==> config.mk <==
export PLATFORM = sky130hd
export DESIGN_NAME = srw_supervisor
export DESIGN_NICKNAME = d
export VERILOG_FILES = /design/src/srw_pkg.sv /design/src/srw_sync_if.sv /design/src/srw_input_sync.sv /design/src/srw_supervisor.sv
export VERILOG_INCLUDE_DIRS = /design/src
export SDC_FILE = /design/constraint.sdc
export NUM_CORES = 1
export LEC_CHECK = 0
export BUFFER_PORTS_ARGS = -buffer_cell sky130_fd_sc_hd__buf_2
export CAP_MARGIN = 0
export CORE_AREA = 3 3 103 105
export DETAILED_ROUTE_END_ITERATION = 12
export DIE_AREA = 0 0 106 108
export GPL_TIMING_DRIVEN = 0
export PLACE_DENSITY = 0.77
export SLEW_MARGIN = 10
export SYNTH_ARGS = -nofsm -noshare
export SYNTH_HDL_FRONTEND = slang
export SYNTH_SLANG_ARGS = --single-unit
==> constraint.sdc <==
create_clock -name i_clock -period 2.69 [get_ports i_clock]
set_clock_uncertainty 0.15 [all_clocks]
set_input_delay 0.269 -clock i_clock [delete_from_list [all_inputs] [get_ports i_clock]]
set_output_delay 0.269 -clock i_clock [all_outputs]
set_load 0.05 [all_outputs]
==> src/srw_params.svh <==
`ifndef SRW_PARAMS_SVH
`define SRW_PARAMS_SVH

// Hold spans, as minimum times in ms
`define SRW_HOLD_SHORT_MS  10
`define SRW_HOLD_LONG_MS   150
// Watchdog kick window in ms
`define SRW_KICK_WINDOW_MS 1500
// Minimum kick pulse width in ns
`define SRW_KICK_MIN_NS    150
// Clock period in ns
`define SRW_CLK_NS         5
// Manual reset debounce time in us
`define SRW_DEBOUNCE_US    1000
// Reset value of the hold counter
`define SRW_CNT_RESET      32'h0000_0000

`endif

==> src/srw_pkg.sv <==
package srw_pkg;
  typedef enum logic [1:0] {
    SRW_ST_HOLD,
    SRW_ST_RUN
  } srw_state_t;
endpackage

==> src/srw_sync_if.sv <==
`timescale 1ns/1ps
`default_nettype none
interface srw_sync_if;
  logic mr_n_level;
  logic kick_level;
  modport src (output mr_n_level, output kick_level);
  modport dst (input mr_n_level, input kick_level);
endinterface
`default_nettype wire

==> src/srw_input_sync.sv <==
`timescale 1ns/1ps
`default_nettype none
module srw_input_sync (
  input  wire logic   i_clock,
  input  wire logic   i_rstn,
  input  wire logic   i_manual_reset_n,
  input  wire logic   i_watchdog_kick_input,
  srw_sync_if.src     o_sync
);
  logic [1:0] mr_q;
  logic [1:0] mr_d;
  logic [1:0] kick_q;
  logic [1:0] kick_d;

  // Two flops per pin; the first stage feeds only the second
  always_comb begin
    mr_d   = {mr_q[0], i_manual_reset_n};
    kick_d = {kick_q[0], i_watchdog_kick_input};
  end

  always_ff @(posedge i_clock) begin
    if (!i_rstn) begin
      mr_q   <= 2'h3;
      kick_q <= 2'h0;
    end else begin
      mr_q   <= mr_d;
      kick_q <= kick_d;
    end
  end

  assign o_sync.mr_n_level = mr_q[1];
  assign o_sync.kick_level = kick_q[1];
endmodule // srw_input_sync
`default_nettype wire

==> src/srw_supervisor.sv <==
// Summary of operation
// - Undervoltage asserts reset, polarity per variant
// - After undervoltage clears, hold full span
// - Manual low holds reset, then span
// - Debounce switch: one clean reset per press
// - No kick toggle within window causes reset
// - Watchdog clears on reset, manual, edges
// - Accept kick pulses down to 150ns
// - Watchdog halted during reset, resumes after
// - Choice pin: low short, high long span; first span after reset is short
// - Choice change applies only after span
`timescale 1ns/1ps
`default_nettype none
`include "srw_params.svh"
module srw_supervisor
  import srw_pkg::*;
#(
  parameter int unsigned CLK_NS       = `SRW_CLK_NS,
  parameter int unsigned HOLD_SHORT   = (`SRW_HOLD_SHORT_MS * 1000000 + CLK_NS - 1) / CLK_NS,
  parameter int unsigned HOLD_LONG    = (`SRW_HOLD_LONG_MS * 1000000 + CLK_NS - 1) / CLK_NS,
  parameter int unsigned KICK_WINDOW  = (`SRW_KICK_WINDOW_MS * 1000000) / CLK_NS,
  parameter int unsigned DEBOUNCE     = (`SRW_DEBOUNCE_US * 1000 + CLK_NS - 1) / CLK_NS,
  parameter bit          ACTIVE_HIGH  = 1'b0,
  parameter bit          HAS_WATCHDOG = 1'b1,
  parameter int unsigned CW           = 32
) (
  input  wire logic i_clock,
  input  wire logic i_rstn,
  input  wire logic i_undervoltage,
  input  wire logic i_manual_reset_n,
  input  wire logic i_watchdog_kick_input,
  input  wire logic i_hold_period_choice,
  output var  logic o_reset,
  output var  logic o_reset_active
);
  // A minimum-width kick pulse spans many clocks, so the two-flop sampler cannot miss it
  srw_sync_if sync_bus ();

  // Input stage
  logic [1:0]    choice_q;
  logic [1:0]    choice_d;
  logic          uv_q;
  logic          uv_d;
  logic          kick_prev_q;
  logic          kick_prev_d;
  // Manual reset debounce
  logic [CW-1:0] deb_cnt_q;
  logic [CW-1:0] deb_cnt_d;
  logic          mr_deb_q;
  logic          mr_deb_d;
  // Supervisor state
  srw_state_t    state_q;
  srw_state_t    state_d;
  logic [CW-1:0] hold_cnt_q;
  logic [CW-1:0] hold_cnt_d;
  logic [CW-1:0] hold_len_q;
  logic [CW-1:0] hold_len_d;
  logic [CW-1:0] wd_cnt_q;
  logic [CW-1:0] wd_cnt_d;
  // Registered outputs
  logic          reset_q;
  logic          reset_d;
  logic          active_q;
  logic          active_d;
  // Decoded conditions
  logic          kick_edge;
  logic          cause;
  logic          wd_expire;
  logic          hold_done;

  srw_input_sync u_sync (
    .i_clock               (i_clock),
    .i_rstn                (i_rstn),
    .i_manual_reset_n      (i_manual_reset_n),
    .i_watchdog_kick_input (i_watchdog_kick_input),
    .o_sync                (sync_bus.src)
  );

  function automatic logic [CW-1:0] span_for(input logic long_sel);
    span_for = long_sel ? CW'(HOLD_LONG) : CW'(HOLD_SHORT);
  endfunction

  // Terminal-count test shared by the debounce, hold and watchdog counters
  function automatic logic reached(input logic [CW-1:0] cnt, input logic [CW-1:0] last);
    reached = (cnt >= last);
  endfunction

  // Input stage: choice pin is a pin, undervoltage comes from logic on this clock
  always_comb begin
    choice_d    = {choice_q[0], i_hold_period_choice};
    uv_d        = i_undervoltage;
    kick_prev_d = sync_bus.kick_level;
  end

  always_ff @(posedge i_clock) begin
    if (!i_rstn) begin
      choice_q    <= 2'h0;
      // Undervoltage is taken as present until the first clean sample
      uv_q        <= 1'h1;
      kick_prev_q <= 1'h0;
    end else begin
      choice_q    <= choice_d;
      uv_q        <= uv_d;
      kick_prev_q <= kick_prev_d;
    end
  end

  // Debounce: any bounce restarts the count, so one press gives one level change
  always_comb begin
    mr_deb_d  = mr_deb_q;
    deb_cnt_d = '0;
    if (sync_bus.mr_n_level != mr_deb_q) begin
      if (reached(deb_cnt_q, CW'(DEBOUNCE - 1))) begin
        mr_deb_d = sync_bus.mr_n_level;
      end else begin
        deb_cnt_d = deb_cnt_q + 1'h1;
      end
    end
  end

  always_ff @(posedge i_clock) begin
    if (!i_rstn) begin
      mr_deb_q  <= 1'h1;
      deb_cnt_q <= CW'(`SRW_CNT_RESET);
    end else begin
      mr_deb_q  <= mr_deb_d;
      deb_cnt_q <= deb_cnt_d;
    end
  end

  always_comb begin
    kick_edge = HAS_WATCHDOG && (sync_bus.kick_level != kick_prev_q);
    wd_expire = HAS_WATCHDOG && reached(wd_cnt_q, CW'(KICK_WINDOW - 1));
    hold_done = reached(hold_cnt_q, hold_len_q - 1'h1);
    cause     = uv_q || !mr_deb_q;
  end

  // Span length is only reloaded in RUN, so a choice change during a span waits for the next one
  always_comb begin
    state_d    = state_q;
    hold_cnt_d = hold_cnt_q;
    hold_len_d = hold_len_q;
    wd_cnt_d   = wd_cnt_q;
    unique case (state_q)
      SRW_ST_HOLD: begin
        wd_cnt_d = '0;
        if (cause) begin
          hold_cnt_d = '0;
        end else if (hold_done) begin
          state_d    = SRW_ST_RUN;
          hold_cnt_d = '0;
        end else begin
          hold_cnt_d = hold_cnt_q + 1'h1;
        end
      end
      SRW_ST_RUN: begin
        hold_len_d = span_for(choice_q[1]);
        if (cause || wd_expire) begin
          state_d    = SRW_ST_HOLD;
          hold_cnt_d = '0;
          wd_cnt_d   = '0;
        end else if (kick_edge) begin
          wd_cnt_d = '0;
        end else if (HAS_WATCHDOG) begin
          wd_cnt_d = wd_cnt_q + 1'h1;
        end
      end
      default: begin
        state_d = SRW_ST_HOLD;
      end
    endcase
  end

  always_ff @(posedge i_clock) begin
    if (!i_rstn) begin
      state_q    <= SRW_ST_HOLD;
      hold_cnt_q <= CW'(`SRW_CNT_RESET);
      // First span after reset is the short one; the choice pin is not yet sampled
      hold_len_q <= CW'(HOLD_SHORT);
      wd_cnt_q   <= CW'(`SRW_CNT_RESET);
    end else begin
      state_q    <= state_d;
      hold_cnt_q <= hold_cnt_d;
      hold_len_q <= hold_len_d;
      wd_cnt_q   <= wd_cnt_d;
    end
  end

  // Outputs are built from the next state so they move on the same edge as it
  always_comb begin
    active_d = (state_d == SRW_ST_HOLD);
    reset_d  = ACTIVE_HIGH ? active_d : !active_d;
  end

  always_ff @(posedge i_clock) begin
    if (!i_rstn) begin
      reset_q  <= ACTIVE_HIGH;
      active_q <= 1'h1;
    end else begin
      reset_q  <= reset_d;
      active_q <= active_d;
    end
  end

  assign o_reset        = reset_q;
  assign o_reset_active = active_q;
endmodule // srw_supervisor
`default_nettype wire

==> metrics.md <==
| Metric | Value |
|---|---|
| Outcome | `complete, no violations` |
| Critical Path End Type | `register` |
| Worst-margin pin slew | `0.8805 ns` |
| Antenna cells | `0` |
| Cell chain of the critical path | `buf_2, or4_4, nor4_2, o2111ai_2, and2_1, buf_2, a32o_1` |
| Area added between synthesis and finish | `10.68%` |
| Reported leakage power | `0.002187 uW` |
| Site Rows | `36` |
| TritonCTS clock tree | `done` |
| Overall die area | `11,450 sq um` |
| Register clock-pin slew on the reported worst setup and hold paths | `0.11 ns` |
| Total Neg Setup Slack | `0 ns` |
| Register bit total from synthesis | `111` |
| Slew HR | `0.4085` |
| Antenna violations before repair | `0` |
| Number of ports placed on the die boundary | `8` |
| Clk Latency, worst-skew pair | `0.40 ns` |
| Count of flip-flops with a built-in enable after synthesis | `0` |
| Slowest cell on the critical path | `or4_4` |
| Sum of overflow across all layers after global routing | `0` |
| Number of instances in the synthesized netlist | `627` |
| Met1 Usage GRT | `0.2885` |
| DRT antenna net count | `0` |
| Critical path data required time | `2.84 ns` |
| Number of max-cap violations | `0` |
| DRC violation count after routing | `0` |
| Area share of the leading cell type in the synthesized netlist | `0.4149` |
| Core Footprint | `9729 sq um` |
| Width of the die | `106 um` |
| Fraction of final layout cells sized beyond drive strength 1 | `0.08644` |
| Async set or reset register ratio after synthesis | `0` |
| Share of the clock period used by the worst path | `0.9596` |
| Final critical delay including setup and external delays | `2.581 ns` |
| Setup-violating endpoint count in the final report | `0` |
| Buffers added on ports | `7` |
| Maximum number of pins on one net before global-route repair | `21` |
| Routed via count | `4,840` |
| Final routed wire length divided by cell count | `15.33 um` |
| Highest ir drop seen on vdd | `352.2 uV` |
| Count of synthesis-stage warnings from yosys | `0` |
| Aggregate global-route resource usage | `0.2240` |
| Post-route non-filler standard cell count | `804` |
| Buffer depth of the longest clock path | `2` |
| Critical path type | `reg -> reg` |
| Clock tree sinks | `111` |
| Hold WC Path Type | `in -> reg` |
| Netlist Area Pre-Place | `5356 sq um` |
| Worst endpoint data arrival time | `2.73 ns` |
| Most common library cell in the layout ignoring fill and taps | `dfxtp_1` |
| Commonest non-fill, non-tap cells in the layout | `dfxtp_1, nand2_1, nand3_1` |
| Layer with the highest usage | `met2` |
| Number of CTS-inserted buffers | `9` |
| Number of H-tree levels | `3` |
| Critical-path maximum fanout | `9` |
| Mean Syn Cell Area | `8.543 sq um` |
| RePlAce Congestion | `0.8891` |
| Cell variety after synth | `57` |
| Length of the first detailed-routing pass in iterations | `5` |
| Primary FF master, synth | `dfxtp_1` |
| Detailed-placement wirelength estimate | `8.689 mm` |
| Largest incremental delay on the critical path | `0.58 ns` |
| Wire length of the first global-routing pass | `20.96 mm` |
| GR met3 Demand/Resource | `0.05970` |
| Floorplan die height | `108 um` |
| CTS Root Buffer Type | `clkbuf_8` |
| Final Max Slew Viols | `0` |
| Cell occurring most often along the worst timing path | `buf_2` |
| Average via count per standard cell | `6.020` |
| Critical path startpoint category | `register` |
| Initial standard-cell utilization of the core | `0.5505` |
| Fin. Hold Viols | `0` |
| Cell type with the largest total area after synthesis | `dfxtp_1` |
| Dominant cells by area after synthesis | `dfxtp_1, nand2_1, nand3_1` |
| Total power density per cell area | `475.6 nW/um^2` |
| Total Wirelength | `12.33 mm` |
| Met2 layer usage reported by global route | `0.3679` |
| Number of placed instances with taps included | `781` |
| Starting DRC count in detailed routing | `366` |
| Number of nets in the final layout | `686` |
| Fmax | `387.4 MHz` |
| Number of global-route vias before repair | `4,510` |
| Portion of the post-synthesis area used by sequential elements | `0.4149` |
| Unrepaired setup endpoints after global routing | `true` |
[through the flow]
step	cell area (sq um)	utilization	total power (uW)	hold slack [ns]	worst slack, ns
finish	5928	0.6093	2819	0.1265	0.1087
global route	5928	0.6093	2910	0.1532	-0.04104
CTS	5869	0.6033	2839	0.1217	0.04063
detailed placement	5610	0.5766	1769	0.2491	-0.1459
global placement	5610	0.5766	1767	0.2479	-0.02972
floorplan	5409	-	1745	0.2205	0.4480
[flip-flops by register name, summed over array words and instances (netlist names)]
signal / cells
wd_cnt_q: 32
uv_q: 1
o_reset: 1
state_q: 2
hold_cnt_q: 32
deb_cnt_q: 32
kick_prev_q: 1
o_reset_active: 1
u_sync.mr_q: 2
choice_q: 2
mr_deb_q: 1
u_sync.kick_q: 2
hold_len_q: 2
[routing by layer]
layer | up-vias | share of wire
met5 | - | 0
met4 | 0 | 0.013
met3 | 21 | 0.074
met2 | 156 | 0.47
met1 | 2266 | 0.44
li1 | 2397 | -
[final timing paths]
check                            startpoint                     endpoint  slack [ns]  cells after the start
setup / recovery  wd_cnt_q[17]$_SDFFE_PN0P_   hold_cnt_q[1]$_SDFFE_PN0P_        0.11                      7
hold / removal                       i_rstn  hold_len_q[23]$_SDFFE_PN0P_        0.13                      3
setup reg to reg  wd_cnt_q[17]$_SDFFE_PN0P_   hold_cnt_q[1]$_SDFFE_PN0P_        0.11                      7
hold reg to reg   u_sync.mr_q[0]$_SDFF_PN1_    u_sync.mr_q[1]$_SDFF_PN1_        0.27                      1
[synth_stat cells, drive strengths merged, types with 2 or more instances]
cell type	n
a211oi	2
a21boi	4
a21o	3
a21oi	17
a311oi	3
a31oi	4
a41oi	2
and2	19
and3	19
and4	8
buf	10
clkbuf	20
dfxtp	111
ha	14
inv	11
nand2	75
nand2b	4
nand3	51
nand4	27
nor2	46
nor2b	5
nor3	15
nor4	23
nor4b	2
o2111ai	17
o211ai	10
o21a	3
o21ai	19
o221ai	12
o2bb2ai	6
o31a	5
o31ai	3
or2	2
or3	3
or3b	3
or4	5
xnor2	12
xor2	21
[area by class of cell]
type	instances	area, sq um
plain buffers	30	128.9
clock buffers	9	123.9
clock inverters	7	90.09
fillers	878	3801
inverters	11	41.29
multi-input cells	489	3058
flip-flops and latches	111	2222
well taps	133	166.4
repair buffers	14	97.59
[report_power, final]
part | internal, uW | leakage, uW | switching, uW
clock | 451 | 0.000101 | 629
sequential | 1660 | 0.000901 | 7.10
combinational | 20.5 | 0.00118 | 50.0
total | 2130 | 0.00219 | 686
[kinds of logic (layout without fill, tap and decap cells)]
kind of cell	Yosys count	count (layout)	synth area share
buffers and inverters	41	71	0.03107
and+or+nand+nor	310	310	0.3027
DFF	111	111	0.4149
xor gates and xnor gates	33	33	0.05396
AOI/OAI and AO/OA	117	117	0.1640
adders and majority gates	14	14	0.03270
other	1	15	0.0007001
[what timing repair did]
action | CTS | global route
buffers inserted | 0 | 3
hold buffers | 4 | 0
hold endpoints to repair | 4 | 0
gates cloned | 0 | 0
resized for setup | 1 | 12
setup endpoints to repair | 3 | 55
pin swaps | 0 | 0
[worst max-delay path: cells and delay by family (launching register included)]
family | cells | cell delay [ns]
flops | 1 | 0.32
buf+inv | 2 | 0.32
compound gates | 2 | 0.49
simple gates | 3 | 1.20
Power figures use the tool's default switching activity.
